==> config.mk <==
export PLATFORM = sky130hd
export DESIGN_NAME = baud_rate_generator
export DESIGN_NICKNAME = d
export VERILOG_FILES = /design/src/rtl/baud_rate_generator.v /design/src/rtl/fixed_prescaler.v /design/src/rtl/pin_sync.v
export VERILOG_INCLUDE_DIRS = /design/src /design/src/shared
export SDC_FILE = /design/constraint.sdc
export NUM_CORES = 1
export LEC_CHECK = 0
export ABC_AREA = 1
export BUFFER_PORTS_ARGS = -buffer_cell sky130_fd_sc_hd__buf_2
export CORE_ASPECT_RATIO = 0.8
export CORE_UTILIZATION = 25
export DETAILED_ROUTE_END_ITERATION = 8
export HOLD_SLACK_MARGIN = 0.02
export SKIP_LAST_GASP = 1
export SLEW_MARGIN = 20
export SYNTH_ARGS = -nofsm -noshare
export SYNTH_HDL_FRONTEND = slang
export SYNTH_SLANG_ARGS = --single-unit
==> constraint.sdc <==
create_clock -name mclk -period 5.5 [get_ports mclk]
set_input_delay 1.1 -clock mclk [delete_from_list [all_inputs] [get_ports mclk]]
set_output_delay 1.1 -clock mclk [all_outputs]
set_load 0.01 [all_outputs]
==> src/shared/baud_gen_map.vh <==
// Purpose: constants of the serial baud rate generator
// Assumes: register word offsets on the plain register port, 10 MHz mclk
// Notes: the header holds definitions only
`ifndef BAUD_GEN_MAP_VH
`define BAUD_GEN_MAP_VH

`define ADDR_W 4
`define ADDR_MODE_CONFIG 4'h0
`define ADDR_BAUD_GEN 4'h1
`define ADDR_STATUS 4'h2
`define ADDR_BIT_PERIOD 4'h3
`define ADDR_SAMPLE_PERIOD 4'h4
`define ADDR_TICK_COUNT 4'h5

`define MODE_SRC_LSB 0
`define MODE_SRC_MSB 1
`define MODE_SYNC_BIT 2
`define MODE_OVER_BIT 3
`define MODE_NORMAL_BIT 4
`define MODE_RESET 32'h00000010

`define BAUD_CD_LSB 0
`define BAUD_CD_MSB 15
`define BAUD_FP_LSB 16
`define BAUD_FP_MSB 18
`define BAUD_RESET 32'h00000000

`define SRC_PCLK 2'h0
`define SRC_PCLK_DIV 2'h1
`define SRC_EXT_ALT 2'h2
`define SRC_EXT 2'h3

`define PRESCALE_DIV 4'h8
`define OVER16 5'h10
`define OVER8 5'h08
`define FRAC_STEPS 4'h8
`define METER_MAX 24'hFFFFFF
`define PIN_MIN_GAP 24'h000004

`endif

==> src/rtl/baud_rate_generator.v <==
// Purpose: baud rate generator with plain register port
// Assumes: 10 MHz mclk, read data one cycle after the read strobe
// Notes: outputs are enables, never derived clocks
//
// The implementer's own choices: the address-and-strobe port and the register offsets.
`timescale 1ns/1ps
`include "baud_gen_map.vh"
module baud_rate_generator (
  input wire mclk,
  input wire nrst,
  input wire [`ADDR_W-1:0] addr,
  input wire [31:0] wdata,
  input wire wr,
  input wire rd,
  output reg [31:0] rdata,
  input wire ext_clk,
  output reg sample_tick,
  output reg bit_tick,
  output reg gen_active
);
  reg [31:0] mode_config_register;
  reg [31:0] baud_generator_register;
  reg [15:0] div_cnt;
  reg [2:0] frac_acc;
  reg frac_extra;
  reg [4:0] over_cnt;
  reg next_sample;
  reg next_bit;
  reg src_tick;
  reg [15:0] next_div_cnt;
  reg [2:0] next_frac_acc;
  reg next_frac_extra;
  reg [4:0] next_over_cnt;
  wire pre_tick;
  wire ext_level;
  wire ext_rise;
  reg [23:0] bit_gap;
  reg [23:0] bit_period;
  reg bit_armed;
  reg [23:0] sample_gap;
  reg [23:0] sample_period;
  reg sample_armed;
  reg [15:0] bit_count;
  reg [15:0] sample_count;
  reg restart;
  reg [23:0] next_bit_gap;
  reg [23:0] next_bit_period;
  reg next_bit_armed;
  reg [23:0] next_sample_gap;
  reg [23:0] next_sample_period;
  reg next_sample_armed;
  reg [23:0] pin_gap;
  reg [23:0] pin_period;
  reg pin_armed;
  reg pin_fast;
  wire cfg_write;
  wire div_done;

  wire [1:0] clock_source_select = mode_config_register[`MODE_SRC_MSB:`MODE_SRC_LSB];
  wire sync_mode = mode_config_register[`MODE_SYNC_BIT];
  wire over = mode_config_register[`MODE_OVER_BIT];
  wire normal_mode = mode_config_register[`MODE_NORMAL_BIT];
  wire [15:0] clock_divisor = baud_generator_register[`BAUD_CD_MSB:`BAUD_CD_LSB];
  wire [2:0] fractional_part = baud_generator_register[`BAUD_FP_MSB:`BAUD_FP_LSB];

  // Fraction only in asynchronous normal mode with a nonzero field
  wire frac_on = (fractional_part != 3'h0) && normal_mode && !sync_mode;
  wire ext_direct = sync_mode && (clock_source_select == `SRC_EXT);

  // Width of the oversampling stage chosen from the over bit
  function [4:0] over_ratio;
    input ov;
    begin
      over_ratio = ov ? `OVER8 : `OVER16;
    end
  endfunction

  // Saturating step for the meters; a stalled generator must not wrap to small values
  function [23:0] sat_inc;
    input [23:0] v;
    begin
      if (v == `METER_MAX) begin
        sat_inc = v;
      end else begin
        sat_inc = v + 24'h000001;
      end
    end
  endfunction

  // One bit wider, so a full divisor plus the stretch cannot wrap
  function period_end;
    input [15:0] cnt;
    input [15:0] limit;
    input extra;
    begin
      period_end = ({1'b0, cnt} + 17'h00001) >= ({1'b0, limit} + {16'h0000, extra});
    end
  endfunction

  // Writes that change the rate
  function cfg_addr;
    input [`ADDR_W-1:0] a;
    begin
      cfg_addr = (a == `ADDR_MODE_CONFIG) || (a == `ADDR_BAUD_GEN);
    end
  endfunction

  assign cfg_write = wr && cfg_addr(addr);
  assign div_done = period_end(div_cnt, clock_divisor, frac_extra);

  fixed_prescaler u_pre (
    .mclk(mclk),
    .nrst(nrst),
    .tick(pre_tick)
  );

  // External pin assumed well-behaved, so one synchronised rise is one source edge
  pin_sync u_sync (
    .mclk(mclk),
    .nrst(nrst),
    .pin(ext_clk),
    .level(ext_level),
    .rise(ext_rise)
  );

  always @* begin
    if (clock_source_select == `SRC_PCLK) begin
      src_tick = 1'b1;
    end else if (clock_source_select == `SRC_PCLK_DIV) begin
      src_tick = pre_tick;
    end else begin
      src_tick = ext_rise;
    end
  end

  always @* begin
    next_div_cnt = div_cnt;
    next_frac_acc = frac_acc;
    next_frac_extra = frac_extra;
    next_over_cnt = over_cnt;
    next_sample = 1'b0;
    next_bit = 1'b0;
    if (restart) begin
      // A new setting starts a clean period rather than finish one timed by the old
      next_div_cnt = 16'h0000;
      next_over_cnt = 5'h00;
      next_frac_acc = 3'h0;
      next_frac_extra = 1'b0;
    end else if (ext_direct) begin
      next_bit = ext_rise;
      next_sample = ext_rise;
      next_div_cnt = 16'h0000;
    end else if (clock_divisor == 16'h0000) begin
      next_div_cnt = 16'h0000;
      next_over_cnt = 5'h00;
    end else if (src_tick) begin
      // Divisor one: count advances only in a stretched period, otherwise every source tick passes
      if (div_done) begin
        next_div_cnt = 16'h0000;
        next_sample = 1'b1;
        if (frac_on) begin
          // Stretch by one source period in fractional_part of every eight
          {next_frac_extra, next_frac_acc} = {1'b0, frac_acc} + {1'b0, fractional_part};
        end else begin
          next_frac_extra = 1'b0;
          next_frac_acc = 3'h0;
        end
        if (sync_mode) begin
          next_bit = 1'b1;
          next_over_cnt = 5'h00;
        end else if (over_cnt + 5'h01 >= over_ratio(over)) begin
          next_over_cnt = 5'h00;
          next_bit = 1'b1;
        end else begin
          next_over_cnt = over_cnt + 5'h01;
        end
      end else begin
        next_div_cnt = div_cnt + 16'h0001;
      end
    end
  end

  always @(posedge mclk or negedge nrst) begin
    if (!nrst) begin
      div_cnt <= 16'h0000;
      frac_acc <= 3'h0;
      frac_extra <= 1'b0;
      over_cnt <= 5'h00;
      sample_tick <= 1'b0;
      bit_tick <= 1'b0;
      gen_active <= 1'b0;
    end else begin
      div_cnt <= next_div_cnt;
      frac_acc <= next_frac_acc;
      frac_extra <= next_frac_extra;
      over_cnt <= next_over_cnt;
      sample_tick <= next_sample;
      bit_tick <= next_bit;
      gen_active <= ext_direct || (clock_divisor != 16'h0000);
    end
  end

  always @(posedge mclk or negedge nrst) begin
    if (!nrst) begin
      mode_config_register <= `MODE_RESET;
      baud_generator_register <= `BAUD_RESET;
    end else if (wr) begin
      if (addr == `ADDR_MODE_CONFIG) begin
        mode_config_register <= {27'h0000000, wdata[4:0]};
      end else if (addr == `ADDR_BAUD_GEN) begin
        baud_generator_register <= {13'h0000, wdata[18:0]};
      end
    end
  end

  always @(posedge mclk or negedge nrst) begin
    if (!nrst) begin
      rdata <= 32'h00000000;
    end else if (rd) begin
      if (addr == `ADDR_MODE_CONFIG) begin
        rdata <= mode_config_register;
      end else if (addr == `ADDR_BAUD_GEN) begin
        rdata <= baud_generator_register;
      end else if (addr == `ADDR_STATUS) begin
        rdata <= {23'h000000, pin_fast, ext_level, frac_on, gen_active, over_cnt};
      end else if (addr == `ADDR_BIT_PERIOD) begin
        rdata <= {8'h00, bit_period};
      end else if (addr == `ADDR_SAMPLE_PERIOD) begin
        rdata <= {8'h00, sample_period};
      end else if (addr == `ADDR_TICK_COUNT) begin
        rdata <= {bit_count, sample_count};
      end else begin
        rdata <= 32'h00000000;
      end
    end else begin
      rdata <= 32'h00000000;
    end
  end

  // Meters time the gaps between launched ticks, so software can check the rate
  always @* begin
    next_bit_gap = sat_inc(bit_gap);
    next_bit_period = bit_period;
    next_bit_armed = bit_armed;
    next_sample_gap = sat_inc(sample_gap);
    next_sample_period = sample_period;
    next_sample_armed = sample_armed;
    if (restart) begin
      // The gap that spans a new setting belongs to neither rate
      next_bit_gap = 24'h000000;
      next_bit_armed = 1'b0;
      next_sample_gap = 24'h000000;
      next_sample_armed = 1'b0;
    end else begin
      if (bit_tick) begin
        next_bit_gap = 24'h000000;
        next_bit_armed = 1'b1;
        if (bit_armed) begin
          next_bit_period = sat_inc(bit_gap);
        end
      end
      if (sample_tick) begin
        next_sample_gap = 24'h000000;
        next_sample_armed = 1'b1;
        if (sample_armed) begin
          next_sample_period = sat_inc(sample_gap);
        end
      end
    end
  end

  // Free-running tick counts; they wrap, software takes differences
  always @(posedge mclk or negedge nrst) begin
    if (!nrst) begin
      bit_count <= 16'h0000;
      sample_count <= 16'h0000;
    end else begin
      if (bit_tick) begin
        bit_count <= bit_count + 16'h0001;
      end
      if (sample_tick) begin
        sample_count <= sample_count + 16'h0001;
      end
    end
  end

  always @(posedge mclk or negedge nrst) begin
    if (!nrst) begin
      restart <= 1'b0;
      bit_gap <= 24'h000000;
      bit_period <= 24'h000000;
      bit_armed <= 1'b0;
      sample_gap <= 24'h000000;
      sample_period <= 24'h000000;
      sample_armed <= 1'b0;
    end else begin
      restart <= cfg_write;
      bit_gap <= next_bit_gap;
      bit_period <= next_bit_period;
      bit_armed <= next_bit_armed;
      sample_gap <= next_sample_gap;
      sample_period <= next_sample_period;
      sample_armed <= next_sample_armed;
    end
  end

  // Pin rise spacing shows whether the far clock keeps its shortest legal period
  always @(posedge mclk or negedge nrst) begin
    if (!nrst) begin
      pin_gap <= 24'h000000;
      pin_period <= 24'h000000;
      pin_armed <= 1'b0;
      pin_fast <= 1'b0;
    end else if (ext_rise) begin
      pin_gap <= 24'h000000;
      pin_period <= sat_inc(pin_gap);
      pin_armed <= 1'b1;
      // Sticky until a setting is written; a fast rise in the same cycle still sets it
      if (pin_armed && sat_inc(pin_gap) < `PIN_MIN_GAP) begin
        pin_fast <= 1'b1;
      end else if (cfg_write) begin
        pin_fast <= 1'b0;
      end
    end else begin
      pin_gap <= sat_inc(pin_gap);
      if (cfg_write) begin
        pin_fast <= 1'b0;
      end
    end
  end
endmodule

==> src/rtl/fixed_prescaler.v <==
// Purpose: fixed divide of the peripheral clock, as a one-cycle enable
// Assumes: ratio taken from the map header
// Notes: free running from reset
`timescale 1ns/1ps
`include "baud_gen_map.vh"
module fixed_prescaler (
  input wire mclk,
  input wire nrst,
  output reg tick
);
  reg [3:0] cnt;

  always @(posedge mclk or negedge nrst) begin
    if (!nrst) begin
      cnt <= 4'h0;
      tick <= 1'b0;
    end else begin
      if (cnt == `PRESCALE_DIV - 4'h1) begin
        cnt <= 4'h0;
        tick <= 1'b1;
      end else begin
        cnt <= cnt + 4'h1;
        tick <= 1'b0;
      end
    end
  end
endmodule

==> src/rtl/pin_sync.v <==
// Purpose: three flip-flop synchroniser with agreement check for the clock pin
// Assumes: pin changes slower than one mclk period
// Notes: first stage feeds only the second stage
`timescale 1ns/1ps
module pin_sync (
  input wire mclk,
  input wire nrst,
  input wire pin,
  output reg level,
  output reg rise
);
  reg s1;
  reg s2;
  reg s3;

  always @(posedge mclk or negedge nrst) begin
    if (!nrst) begin
      s1 <= 1'b0;
      s2 <= 1'b0;
      s3 <= 1'b0;
      level <= 1'b0;
      rise <= 1'b0;
    end else begin
      s1 <= pin;
      s2 <= s1;
      s3 <= s2;
      rise <= 1'b0;
      // A change counts only once the second and third stages agree
      if (s2 == s3 && s3 != level) begin
        level <= s3;
        rise <= s3;
      end
    end
  end
endmodule

# Word level (Yosys, flattened, before mapping)
# Index checks and enable logic that the tools add are counted.
# W data, S select, Z words.
# op_classes
addsub	11
magnitude_cmp	3
n_eq_ne	15
mux	65
bitwise_logic	2
n_reduce_logical	27
# op_table
operator	count
$mux W32	7
$mux W24	9
$mux W16	5
$add A24 B1 Y24 const B	3
$eq A24 B24 Y1 const B	3
$add A16 B1 Y16 const B	3
$mux W5	8
$mux W1	29
$lt A24 B3 Y1 const B	1
$mux W3	6
$add A16 B1 Y17	1
$add A16 B1 Y17 const B	1
$ge A17 B17 Y1	1
$logic_not A16 Y1	1
$reduce_bool A16 Y1	1
$eq A4 B3 Y1 const B	3
$reduce_and A3 Y1	4
$reduce_bool A3 Y1	3
$eq A4 B2 Y1 const B	2
$reduce_bool A2 Y1	4
$logic_and A1 B1 Y1	6
$add A5 B1 Y5 const B	1
$ge A5 B5 Y1	1
$add A3 B3 Y4	1
other kinds (16)	19
# totals
reg_bits	251
output_inout_bits	35
elab_cells	152

# Longest topological paths before layout
# Gate-level depths: netlist of the first run.
# depth
ltp_word	9
depth_mapped	22
depth_no_buf	22

# Cells and area by module
# A second synthesis of the first run with hierarchy kept.
# unflattened
cells_unflattened	1591
area_unflattened_um2	13118.8
# modules_own_cells
module	n_inst	cells_each	area_per_inst_um2	seq_area_each_um2
baud_rate_generator	1	1563	12778.5	6032.0
fixed_prescaler	1	18	195.2	125.1
pin_sync	1	10	145.1	125.1

# Worst setup path before layout of the first run
# OpenSTA, ideal clock, no wires.
# synth_timing
path_kind	register -> register
from	reg baud_generator_register[0]
to	reg div_cnt[10]
setup_time_ps	83
t_arrival_ps	2897
path_slack_ps	2520
stages_incl_launch_ff	23
synth_period_minus_slack_ps	2980
path_cell_list	dfrtp_1 -> ha_1 -> ha_1 -> nand3_2 -> nor3_2 -> nand3_2 -> nor2_1 -> nand2_1 -> nor2_2 -> nand2_1 -> a22oi_1 -> inv_1 -> ha_1 -> nand2_1 -> inv_1 -> nand4_1 -> nor2_1 -> nor2_1 -> nand3_2 -> nor3_4 -> buf_6 -> nand2_1 -> o21ai_0
# synth_via
elab_chain_cells	7
elab_cells_between_ends	9
cone_classes	1 x add/sub; 1 x order compare; 5 x mux; 2 x reduce/logical
# synth_lines
element	line_no	rtl
start, declared	baud_rate_generator.v:22	reg [31:0] baud_generator_register;
start signal, assigned	baud_rate_generator.v:206	baud_generator_register <= `BAUD_RESET;
start signal, assigned	baud_rate_generator.v:211	baud_generator_register <= {13'h0000, wdata[18:0]};
$add A16 B1 Y17	baud_rate_generator.v:96	period_end = ({1'b0, cnt} + 17'h00001) >= ({1'b0, limit} + {16'h0000, extra});
$ge A17 B17 Y1	baud_rate_generator.v:96	
$mux W16	baud_rate_generator.v:158	if (div_done) begin
$mux W16	baud_rate_generator.v:156	end else if (src_tick) begin
$mux W16	baud_rate_generator.v:153	end else if (clock_divisor == 16'h0000) begin
$mux W16	baud_rate_generator.v:149	end else if (ext_direct) begin
$mux W16	baud_rate_generator.v:143	if (restart) begin
end signal, assigned	baud_rate_generator.v:193	div_cnt <= next_div_cnt;
end, declared	baud_rate_generator.v:23	reg [15:0] div_cnt;
# Parallel ways exist; a longest one is shown, timed or not. The select of a mux whose other input is x is not followed.
# A chain may end at the register's enable or synchronous reset.

# Final worst setup path of the first run
# layout_timing
from	reg baud_generator_register[0]
to	reg div_cnt[7]
# Same word-level chain as after synthesis.

==> flow_metrics.env, run 1 <==
export IMPL_grt_util_met1_pct=19.2
export IMPL_final_util_pct=29.4
export IMPL_slew_headroom_pct=33.2
export IMPL_final_layout_size_suffix_gt1_share_pct=10.8
export IMPL_setup_total_negative_slack_ns=0
export IMPL_buffers_inserted_during_post_cts_setup_optimization=0
export IMPL_rsz0062_at_grt="no"
export IMPL_grt_busiest_layer="met1"
export IMPL_largest_net_degree_at_the_start_of_global_routing=124
export IMPL_report_final_setup_viol=0
export IMPL_status="complete, no violations"
export IMPL_final_setup_skew_ns=0.0171
export IMPL_drt_drc_violations_left=0
export IMPL_placeableCoreArea_mm2=0.0515
export IMPL_setup_worst_path_end_class="flip-flop"
export IMPL_achievable_frequency_ghz=0.273
export IMPL_dieWidth_um=258
export IMPL_critPathArrivalTime_ns=4.13
export IMPL_via_count_of_the_first_global_routing_pass=10100
export IMPL_antenna_cells_inserted=0
export IMPL_share_clk_of_total_power_pct=39.5
export IMPL_nets=1719
export IMPL_netlist_cell_types=53
export IMPL_grt_pass1_wl_um=55100
export IMPL_dr_first_iter_drc_count=747
export IMPL_reg_power_share_pct=45.7
export IMPL_total_iterations_of_the_first_detailed_routing_run=5
export IMPL_avgRoutedWirePerCell_um=14.6
export IMPL_place_congestion=0.902
export IMPL_floorplan_die_area_mm2=0.0535
export IMPL_starting_density_of_the_core_pct=25.5
export IMPL_cts_tree="built"
export IMPL_clock_tree_htree_level_count=1
export IMPL_postRouteWirelength_um=34300
export IMPL_vias_per_cell=4.50
export IMPL_antenna_found_initial=2
export IMPL_synth_seq_area_share_pct=47.8
export IMPL_drv_slew=0
export IMPL_io_buffer_count=62
export IMPL_grt_overflow=0
export IMPL_insertion_delay_ns=0.57
export IMPL_holdWs_ns=0.385
export IMPL_most_used_flip_flop_cell_after_synthesis="sky130_fd_sc_hd__dfrtp_1"
export IMPL_power_combinational_fraction_pct=14.9
export IMPL_dp_hpwl_um=25300
export IMPL_critPathMaxStageDelay_ns=0.55
export IMPL_synth_area_mm2=0.0131
export IMPL_leakage_nw=7.17
export IMPL_yosysWarnings=0
export IMPL_sw_frac_of_total_pct=30.0
export IMPL_post_layout_total_power_w=0.00505
export IMPL_grt_util_met3_pct=2.28
export IMPL_setup_worst_path_start_class="flip-flop"
export IMPL_path_max_fanout=16
export IMPL_groute_layer_met2_usage_pct=18.9
export IMPL_timing_setup_critical_path_class="flip-flop to flip-flop"
export IMPL_clk_pin_slew_ns=0.06
export IMPL_fin_crit_sh_pct=66.6
export IMPL_worst_pin_slew_ns=1.00
export IMPL_worst_hold_path_class="flip-flop to flip-flop"
export IMPL_path_cells="ha_1 -> ha_1 -> nand3_2 -> nor3_2 -> nand3_2 -> nor2_1 -> nand2_1 -> nor2_2 -> nand3_1 -> xor2_1 -> inv_1 -> ha_1 -> a21oi_1 -> o21ai_0 -> nor2_1 -> nand3_2 -> nor3_4 -> nand2_1 -> o21ai_0"
export IMPL_globalRouteTotalUtil_pct=12.8
export IMPL_max_cap_viol_count=0
export IMPL_post_cts_hold_buffer_count=0
export IMPL_clk_path_buf_depth=3
export IMPL_worst_endpoint_required_ns=5.97
export IMPL_cts_resized=0
export IMPL_rows=74
export IMPL_worst_path_max_delay_cell="sky130_fd_sc_hd__nor3_4"
export IMPL_synth_net_count=1660
export IMPL_cts_inserted_buffers=29
export IMPL_final_period_minus_worst_setup_slack_ns=3.66
export IMPL_ys_seq_elements=251
export IMPL_cts_num_sinks=251
export IMPL_placed_cell_count=2297
export IMPL_synthArstFlopShare_pct=100
export IMPL_layout_area_overhead_vs_synth_pct=15.4
export IMPL_instances_no_fill=2348
export IMPL_final_hold_viol_count=0
export IMPL_die_height_um=207
export IMPL_power_internal_w=0.00354
export IMPL_mean_post_synth_cell_area_um2=8.29
export IMPL_switching_power_w=0.00151
export IMPL_post_synth_inst_count=1585
export IMPL_ctsRootBufferMaster="sky130_fd_sc_hd__clkbuf_16"
export IMPL_synth_edff_count=0
export IMPL_power_density_mw_per_mm2=333
export IMPL_io_pins=76
export IMPL_highest_ir_drop_seen_on_vdd_v=0.000224
export IMPL_postRouteAntennaNets=0
export IMPL_via_count=10600
[Yosys cell counts, types with 6 or more instances]
master                     count  area [um^2]
sky130_fd_sc_hd__a21oi_1      58          290
sky130_fd_sc_hd__nor2_2       17          106
sky130_fd_sc_hd__ha_1         33          413
sky130_fd_sc_hd__dfrtp_1     250         6260
sky130_fd_sc_hd__inv_1       199          747
sky130_fd_sc_hd__a221oi_1     10         87.6
sky130_fd_sc_hd__nand4_1      40          250
sky130_fd_sc_hd__xor2_1       81          709
sky130_fd_sc_hd__o211ai_1      6         45.0
sky130_fd_sc_hd__xnor2_1      23          201
sky130_fd_sc_hd__o21ai_0      85          425
sky130_fd_sc_hd__nand2_1     351         1320
sky130_fd_sc_hd__nor2_1      172          646
sky130_fd_sc_hd__nor3_1       31          155
sky130_fd_sc_hd__nand3_2       6         60.1
sky130_fd_sc_hd__nand3_1      78          390
sky130_fd_sc_hd__clkbuf_1     23         86.3
sky130_fd_sc_hd__buf_2        11         55.1
sky130_fd_sc_hd__nand2_2       9         56.3
sky130_fd_sc_hd__a211oi_1      6         45.0
sky130_fd_sc_hd__a31oi_1      20          125
[power groups by stage]
stage	Sequential [W]	Combinational, W	Clock [W]
after global placement	0.00233	0.000734	0
after detailed placement	0.00233	0.000753	0
final	0.00231	0.000750	0.00199
after CTS	0.00230	0.000757	0.00204
after floorplan	0.00226	0.000541	0
after global routing	0.00234	0.000860	0.00211
[flip-flops by register name, indices dropped and copies added, names as in the netlist, 3 cells and up]
register / count
baud_generator_register: 19
bit_count: 16
bit_gap: 24
bit_period: 24
div_cnt: 16
frac_acc: 3
mode_config_register: 5
over_cnt: 5
pin_gap: 24
rdata: 32
sample_count: 16
sample_gap: 24
sample_period: 24
u_pre.cnt: 4
[final timing paths]
| check | start | to | slack (ns) | cells past startpoint |
|---|---|---|---|---|
| max in group asynchronous | nrst | rdata[0] | 3.77 | 2 |
| worst max register to register | baud_generator_register[0] | div_cnt[7] | 1.84 | 19 |
| worst min-delay path | u_sync.s1 | u_sync.s2 | 0.38 | 0 |
| min in group asynchronous | nrst | u_sync.s1 | 0.50 | 1 |
| worst max-delay path | baud_generator_register[0] | div_cnt[7] | 1.84 | 19 |
| worst min register to register | u_sync.s1 | u_sync.s2 | 0.38 | 0 |
[cell usage in the layout, fill, tap and decap left out, types with 40 or more instances in the layout]
cell type                 count
sky130_fd_sc_hd__a21oi_1     58
sky130_fd_sc_hd__buf_2       61
sky130_fd_sc_hd__dfrtp_1    250
sky130_fd_sc_hd__inv_1      199
sky130_fd_sc_hd__nand2_1    351
sky130_fd_sc_hd__nand3_1     78
sky130_fd_sc_hd__nand4_1     40
sky130_fd_sc_hd__nor2_1     172
sky130_fd_sc_hd__o21ai_0     85
sky130_fd_sc_hd__xor2_1      81
[per-stage QoR]
stage          setup WS [ns]  instance area (um^2)
2_1_floorplan           2.52                 13100
3_3_place_gp            1.92                 14200
3_5_place_dp            1.87                 14200
4_1_cts                 1.86                 15200
5_1_grt                 1.34                 15200
6_report                1.84                 15200
[worst max-delay path, delay by kind of cell, from the launching register on]
family | cells | cell delay [ns]
AO/OA/AOI/OAI | 3 | 0.35
XOR/XNOR | 1 | 0.15
adder cells (fa/ha/maj) | 3 | 0.69
buffers and inverters | 1 | 0.06
flip-flops | 1 | 0.39
AND/OR/NAND/NOR | 11 | 1.93
[final cells by class]
cell class	count	area (um^2)
fill	5473	36300
sequential	251	6280
multi-input combinational	1088	5890
tap	684	856
inverter	207	777
clock buffer	34	774
timing repair buffer	67	370
clock inverter	17	205
[logic make-up (layout without fill, tap and decap cells)]
logic type                 count (synthesis)  in the layout  synth area share [%]
buffers and inverters                    246            325                  7.32
adders and majority gates                 34             34                  3.30
and+or+nand+nor                          732            732                  24.9
xor gates and xnor gates                 104            104                  6.94
muxes                                      3              3                 0.257
DFF                                      251            251                  47.8
AOI/OAI and AO/OA                        215            215                  9.46
[metal layers]
layer	up-vias	wire length, um
li1	5246	-
met1	5070	17500
met2	206	14400
met3	50	1670
met4	0	737
met5	-	0
(Power assumes the default switching activity.)
==> inputs of run 2 (changes only) <==
clock period = 3.1 ns   (was 5.5 ns; I/O delays follow)
==> run 2 against run 1 <==
Net effect: largest cell class unchanged; largest power group unchanged; non-clock buffer count rose by 40; die area did not move; core utilization rose by 1.0 points; highest routed layer unchanged; hold slack got worse by 0.22 ns; sequential share of layout area fell by 1.4 points; the flow now finishes with violations (negative setup slack); first-iteration DRC count rose by 6.3%; clock skew rose by 0.0066 ns; final cell count rose by 1.8%.
==> flow_metrics.env, run 2 (synthesized netlist as in run 1, its figures left out) <==
export IMPL_largest_register="rdata"
export IMPL_clk_pin_slew_ns=0.06
export IMPL_drv_slew=0
export IMPL_final_setup_skew_ns=0.0236
export IMPL_starting_density_of_the_core_pct=25.5
export IMPL_dieWidth_um=258
export IMPL_timing_setup_critical_path_class="flip-flop to flip-flop"
export IMPL_final_hold_viol_count=0
export IMPL_worst_hold_path_class="input port to flip-flop"
export IMPL_slew_headroom_pct=38.0
export IMPL_highest_ir_drop_seen_on_vdd_v=0.000407
export IMPL_setup_total_negative_slack_ns=-1.38
export IMPL_total_iterations_of_the_first_detailed_routing_run=5
export IMPL_worst_endpoint_required_ns=3.56
export IMPL_critPathArrivalTime_ns=3.65
export IMPL_cts_tree="built"
export IMPL_worst_pin_slew_ns=0.929
export IMPL_path_max_fanout=4
export IMPL_dp_hpwl_um=26300
export IMPL_layout_common_cells="sky130_fd_sc_hd__nand2_1 (346), sky130_fd_sc_hd__dfrtp_1 (250), sky130_fd_sc_hd__inv_1 (197)"
export IMPL_ctsRootBufferMaster="sky130_fd_sc_hd__clkbuf_16"
export IMPL_via_count_of_the_first_global_routing_pass=10600
export IMPL_fin_ws_ns=-0.0925
export IMPL_clk_path_buf_depth=3
export IMPL_fillCellCount=5475
export IMPL_report_final_setup_viol=27
export IMPL_setup_worst_path_start_class="flip-flop"
export IMPL_floorplan_die_area_mm2=0.0535
export IMPL_post_layout_total_power_w=0.00914
export IMPL_final_period_minus_worst_setup_slack_ns=3.19
export IMPL_violations="negative setup slack"
export IMPL_dr_first_iter_drc_count=794
export IMPL_cts_inserted_buffers=30
export IMPL_drt_drc_violations_left=0
export IMPL_layout_area_overhead_vs_synth_pct=19.4
export IMPL_globalRouteTotalUtil_pct=13.1
export IMPL_cts_num_sinks=251
export IMPL_antenna_found_initial=2
export IMPL_postRouteWirelength_um=34900
export IMPL_largest_net_degree_at_the_start_of_global_routing=62
export IMPL_rows=74
export IMPL_seqCellArea_mm2=0.00628
export IMPL_postRouteAntennaNets=0
export IMPL_avgRoutedWirePerCell_um=14.6
export IMPL_die_height_um=207
export IMPL_via_count=10800
export IMPL_insertion_delay_ns=0.58
export IMPL_setup_worst_path_end_class="flip-flop"
export IMPL_max_cap_viol_count=0
export IMPL_grt_pass1_wl_um=56800
export IMPL_clock_tree_htree_level_count=1
export IMPL_final_layout_size_suffix_gt1_share_pct=14.2
export IMPL_antenna_cells_inserted=0
export IMPL_fin_crit_sh_pct=103
export IMPL_layout_commonest_cell="sky130_fd_sc_hd__nand2_1"
export IMPL_area_taken_by_multi_input_logic_gates_mm2=0.00605
export IMPL_place_congestion=0.898
export IMPL_io_buffer_count=62
export IMPL_status="complete, but fails checks"
export IMPL_max_reg_flops=32
export IMPL_nets=1760
export IMPL_power_density_mw_per_mm2=583
export IMPL_placeableCoreArea_mm2=0.0515
export IMPL_grt_overflow=0
export IMPL_io_pins=76
export IMPL_rsz0062_at_grt="yes"
export IMPL_leakage_nw=7.42
export IMPL_achievable_frequency_ghz=0.313
export IMPL_vias_per_cell=4.52
==> run 2: cell types whose count changed in the layout (fill, tap and decap cells not counted), sizes merged <==
cell,delta
buf,+39
inv,+1
clkinvlp,-3
clkbuf,+3
dlygate4sd3,+1
bufinv,-2
clkinv,+4
==> run 2: final cells by class <==
| type | count | share of cell area (%) |
|---|---|---|
| inverters | 207 | 4.96 |
| clock buffers | 37 | 5.41 |
| well taps | 684 | 5.46 |
| flip-flops and latches | 251 | 40.1 |
| clock inverters | 17 | 1.03 |
| multi-input cells | 1088 | 38.6 |
| repair buffers | 107 | 4.48 |
==> run 2: worst paths after layout <==
| kind | startpoint | endpoint | slack (ns) | cells after the start |
|---|---|---|---|---|
| max in group asynchronous | nrst | bit_count[4] | 1.63 | 3 |
| worst min register to register | u_sync.s1 | u_sync.s2 | 0.38 | 0 |
| min in group asynchronous | nrst | u_sync.s1 | 0.59 | 2 |
| worst max-delay path | frac_extra | frac_acc[1] | -0.09 | 22 |
| worst min-delay path | ext_clk | u_sync.s1 | 0.17 | 1 |
| worst max register to register | frac_extra | frac_acc[1] | -0.09 | 22 |
==> run 2: repair_timing <==
action                                  CTS  global route
hold buffers                              1             0
hold endpoints to repair                 19             0
resized for setup                        22            15
pin swaps                                 3             7
buffers inserted                          7             2
endpoints found under the setup margin   26            27
==> run 2: stage by stage <==
step / setup WS [ns] / util, % / hold slack, ns / cells / area, um^2
global placement: -0.225 / 28.0 / 0.377 / 2327 / 14400
global route: -0.365 / 30.5 / 0.141 / 2391 / 15700
detailed placement: -0.297 / 28.0 / 0.391 / 2327 / 14400
CTS: -0.0523 / 30.3 / 0.132 / 2389 / 15600
finish: -0.0925 / 30.5 / 0.165 / 2391 / 15700
floorplan: 0.120 / - / 0.324 / 1585 / 13100
==> run 2: layer usage <==
| layer | vias up | wire length [um] | track usage, % |
|---|---|---|---|
| met1 | 5212 | 17300 | 19.2 |
| met5 | - | 0 | 0 |
| li1 | 5332 | - | - |
| met3 | 55 | 2050 | 2.81 |
| met4 | 0 | 833 | 3.35 |
| met2 | 205 | 14700 | 19.5 |
==> run 2: critical path, stage by stage (launching register included) <==
cell and delay [ns]:
sky130_fd_sc_hd__dfrtp_1 0.37, sky130_fd_sc_hd__ha_2 0.22, sky130_fd_sc_hd__ha_4 0.16, sky130_fd_sc_hd__nand3_4 0.09
sky130_fd_sc_hd__nor3_4 0.20, sky130_fd_sc_hd__nand3_2 0.09, sky130_fd_sc_hd__nor2_1 0.10, sky130_fd_sc_hd__nand2_1 0.11
sky130_fd_sc_hd__nor2_4 0.16, sky130_fd_sc_hd__nand3_2 0.08, sky130_fd_sc_hd__xor2_1 0.13, sky130_fd_sc_hd__inv_1 0.08
sky130_fd_sc_hd__ha_4 0.27, sky130_fd_sc_hd__nand2_1 0.08, sky130_fd_sc_hd__nor2_4 0.10, sky130_fd_sc_hd__nand4_1 0.11
sky130_fd_sc_hd__nor2_1 0.14, sky130_fd_sc_hd__nor2_2 0.06, sky130_fd_sc_hd__nand3_4 0.12, sky130_fd_sc_hd__buf_4 0.15
sky130_fd_sc_hd__nand3_4 0.07, sky130_fd_sc_hd__nand3_1 0.09, sky130_fd_sc_hd__o21ai_1 0.09
==> run 2: report_power, final <==
part / switching (W) / leakage [nW] / total [W] / internal, W
clock: 0.00146 / 0.502 / 0.00357 / 0.00211
combinational: 0.000948 / 3.58 / 0.00149 / 0.000542
sequential: 0.000395 / 3.34 / 0.00408 / 0.00369
==> inputs of run 3 (changes only) <==
CORE_ASPECT_RATIO = 0.7   (was 0.8)
==> run 3 against run 2 <==
Net effect: critical path type unchanged; sequential share of layout area grew 0.058 points; the run still ends with negative setup slack left; clock skew grew 0.0036 ns; register-to-register slack lost 0.10 ns; hold slack gained 0.025 ns; critical path depth shrank 1; largest power group unchanged; non-clock buffer count is the same; total power shrank 2.4%.
==> flow_metrics.env, run 3 (synthesized netlist as in run 1, its figures left out) <==
export IMPL_status="complete, but fails checks"
export IMPL_violations="negative setup slack"
export IMPL_min_to="u_sync.s1"
export IMPL_final_hold_viol_count=0
export IMPL_cell_mode_on_critical_path="sky130_fd_sc_hd__nor2_2"
export IMPL_path_cells="ha_4 -> ha_4 -> nand3_4 -> nor3_4 -> nand3_2 -> nor2_2 -> nand2_2 -> nor2_4 -> buf_4 -> nand4_1 -> ha_1 -> nand2_2 -> nor2_4 -> nand4_1 -> nor2_2 -> nor2_2 -> nand3_4 -> nor3_4 -> clkbuf_16 -> nand2_1 -> o21ai_1"
export IMPL_max_cap_viol_count=0
export IMPL_dieWidth_um=276
export IMPL_cts_tree="built"
export IMPL_switching_power_w=0.00272
export IMPL_largest_net_degree_at_the_start_of_global_routing=71
export IMPL_power_combinational_fraction_pct=16.7
export IMPL_leakage_nw=7.38
export IMPL_area_taken_by_multi_input_logic_gates_mm2=0.00609
export IMPL_rsz0062_at_grt="yes"
export IMPL_placeableCoreArea_mm2=0.0513
export IMPL_total_iterations_of_the_first_detailed_routing_run=5
export IMPL_slew_headroom_pct=39.7
export IMPL_share_clk_of_total_power_pct=37.5
export IMPL_worst_path_max_delay_cell="sky130_fd_sc_hd__dfrtp_1"
export IMPL_antenna_cells_inserted=0
export IMPL_holdCritStartpoint="ext_clk"
export IMPL_insertion_delay_ns=0.56
export IMPL_critPathMaxStageDelay_ns=0.39
export IMPL_dr_first_iter_drc_count=948
export IMPL_final_util_pct=30.5
export IMPL_final_layout_size_suffix_gt1_share_pct=14.3
export IMPL_nets=1757
export IMPL_cts_inserted_buffers=27
export IMPL_seqCellArea_mm2=0.00628
export IMPL_die_height_um=194
export IMPL_power_internal_w=0.00620
export IMPL_layout_common_cells="sky130_fd_sc_hd__nand2_1 (344), sky130_fd_sc_hd__dfrtp_1 (250), sky130_fd_sc_hd__inv_1 (198)"
export IMPL_postRouteAntennaNets=0
export IMPL_highest_ir_drop_seen_on_vdd_v=0.000309
export IMPL_grt_pass1_wl_um=55500
export IMPL_power_density_mw_per_mm2=570
export IMPL_clk_pin_slew_ns=0.07
export IMPL_worstReg2RegStart="frac_extra"
export IMPL_io_buffer_count=62
export IMPL_grt_overflow=0
export IMPL_report_final_setup_viol=25
export IMPL_postRouteWirelength_um=35000
export IMPL_starting_density_of_the_core_pct=25.6
export IMPL_achievable_frequency_ghz=0.303
export IMPL_final_period_minus_worst_setup_slack_ns=3.30
export IMPL_layout_area_overhead_vs_synth_pct=19.2
export IMPL_drt_drc_violations_left=0
export IMPL_fin_ws_ns=-0.197
export IMPL_largest_register="rdata"
export IMPL_max_reg_flops=32
export IMPL_reg2regPathDepth=21
export IMPL_worst_hold_path_class="input port to flip-flop"
export IMPL_antenna_found_initial=0
export IMPL_worst_endpoint_required_ns=3.58
export IMPL_dp_hpwl_um=26200
export IMPL_io_pins=76
export IMPL_post_layout_total_power_w=0.00892
export IMPL_worst_pin_slew_ns=0.903
export IMPL_via_count=10700
export IMPL_critPathArrivalTime_ns=3.77
export IMPL_ctsRootBufferMaster="sky130_fd_sc_hd__clkbuf_16"
export IMPL_reg_power_share_pct=45.8
export IMPL_drv_slew=0
export IMPL_layout_commonest_cell="sky130_fd_sc_hd__nand2_1"
export IMPL_path_max_fanout=8
export IMPL_timing_hold_worst_path_depth=1
export IMPL_floorplan_die_area_mm2=0.0535
export IMPL_final_setup_skew_ns=0.0273
export IMPL_rrSetupSlack_ns=-0.20
export IMPL_setup_worst_path_start_class="flip-flop"
export IMPL_vias_per_cell=4.51
export IMPL_sw_frac_of_total_pct=30.5
export IMPL_globalRouteTotalUtil_pct=12.8
export IMPL_via_count_of_the_first_global_routing_pass=10200
export IMPL_clk_path_buf_depth=3
export IMPL_timing_setup_critical_path_class="flip-flop to flip-flop"
export IMPL_fin_crit_sh_pct=106
export IMPL_place_congestion=0.890
export IMPL_cts_num_sinks=251
export IMPL_setup_worst_path_end_class="flip-flop"
export IMPL_clock_tree_htree_level_count=1
export IMPL_rows=69
export IMPL_avgRoutedWirePerCell_um=14.7
export IMPL_timing_rr_end="div_cnt[9]"
export IMPL_fillCellCount=5421
-- run 3: changes by cell type in the layout (fill, tap and decap cells not counted), moves of 3 or more --
cell                        before  now
sky130_fd_sc_hd__buf_4          40   35
sky130_fd_sc_hd__buf_6           1    4
sky130_fd_sc_hd__clkbuf_16      31   28
sky130_fd_sc_hd__nand3_1        73   70
sky130_fd_sc_hd__nand3_2         7   10
-- run 3: repair_timing --
item	in CTS	in global routing
pin swaps	1	23
hold buffers	0	1
endpoints found under the setup margin	26	27
buffers inserted	2	5
endpoints found under the hold margin	0	2
gates cloned	0	1
gates resized for setup	15	35
-- run 3: critical path, delay by kind of cell (launching register included) --
family / cells / cell delay [ns]
AO/OA/AOI/OAI: 1 / 0.07
flip-flops: 1 / 0.39
buffers and inverters: 2 / 0.34
AND/OR/NAND/NOR: 15 / 1.77
adder cells (fa/ha/maj): 3 / 0.62
-- run 3: routing by layer --
layer	track usage (%)	vias to the layer above	part of all wire [%]
li1	-	5331	-
met1	20.5	5087	53
met2	17.5	257	39
met3	2.85	40	6.7
met4	1.93	0	1.4
met5	0	-	0
-- run 3: how the worst max path moves through the flow --
| stage | slack [ns] | from | endpoint |
|---|---|---|---|
| after detailed placement | -0.20 | frac_extra | over_cnt[3] |
| after floorplan | 0.12 | baud_generator_register[0] | div_cnt[10] |
| after global placement | -0.19 | baud_generator_register[0] | over_cnt[2] |
| after global routing | -0.38 | baud_generator_register[0] | div_cnt[9] |
| final | -0.20 | frac_extra | div_cnt[9] |
| after CTS | -0.06 | baud_generator_register[0] | div_cnt[8] |
-- run 3: power groups by stage --
stage	Combinational (W)	Sequential, W	Clock (W)
after floorplan	0.000959	0.00401	0
after global placement	0.00139	0.00412	0
after detailed placement	0.00142	0.00413	0
after CTS	0.00145	0.00408	0.00342
after global routing	0.00170	0.00414	0.00355
final	0.00149	0.00408	0.00335
-- run 3: cell type report --
type                            instances  share of cell area (%)
Timing Repair Buffer                  107                    4.75
Inverter                              207                    4.96
Clock buffer                           34                    4.74
Sequential cell                       251                    40.1
Tap cell                              674                    5.39
Multi-Input combinational cell       1088                    38.9
Clock inverter                         16                    1.13
-- run 3: stage by stage --
stage | area [um^2] | setup TNS (ns) | hold WS, ns | std cells | setup slack, ns
2_1_floorplan | 13100 | 0 | 0.324 | 1585 | 0.120
3_3_place_gp | 14400 | -2.56 | 0.342 | 2318 | -0.185
3_5_place_dp | 14400 | -3.18 | 0.349 | 2318 | -0.200
4_1_cts | 15500 | -0.588 | 0.0312 | 2370 | -0.0554
5_1_grt | 15700 | -8.43 | 0.171 | 2377 | -0.375
6_report | 15700 | -3.57 | 0.190 | 2377 | -0.197
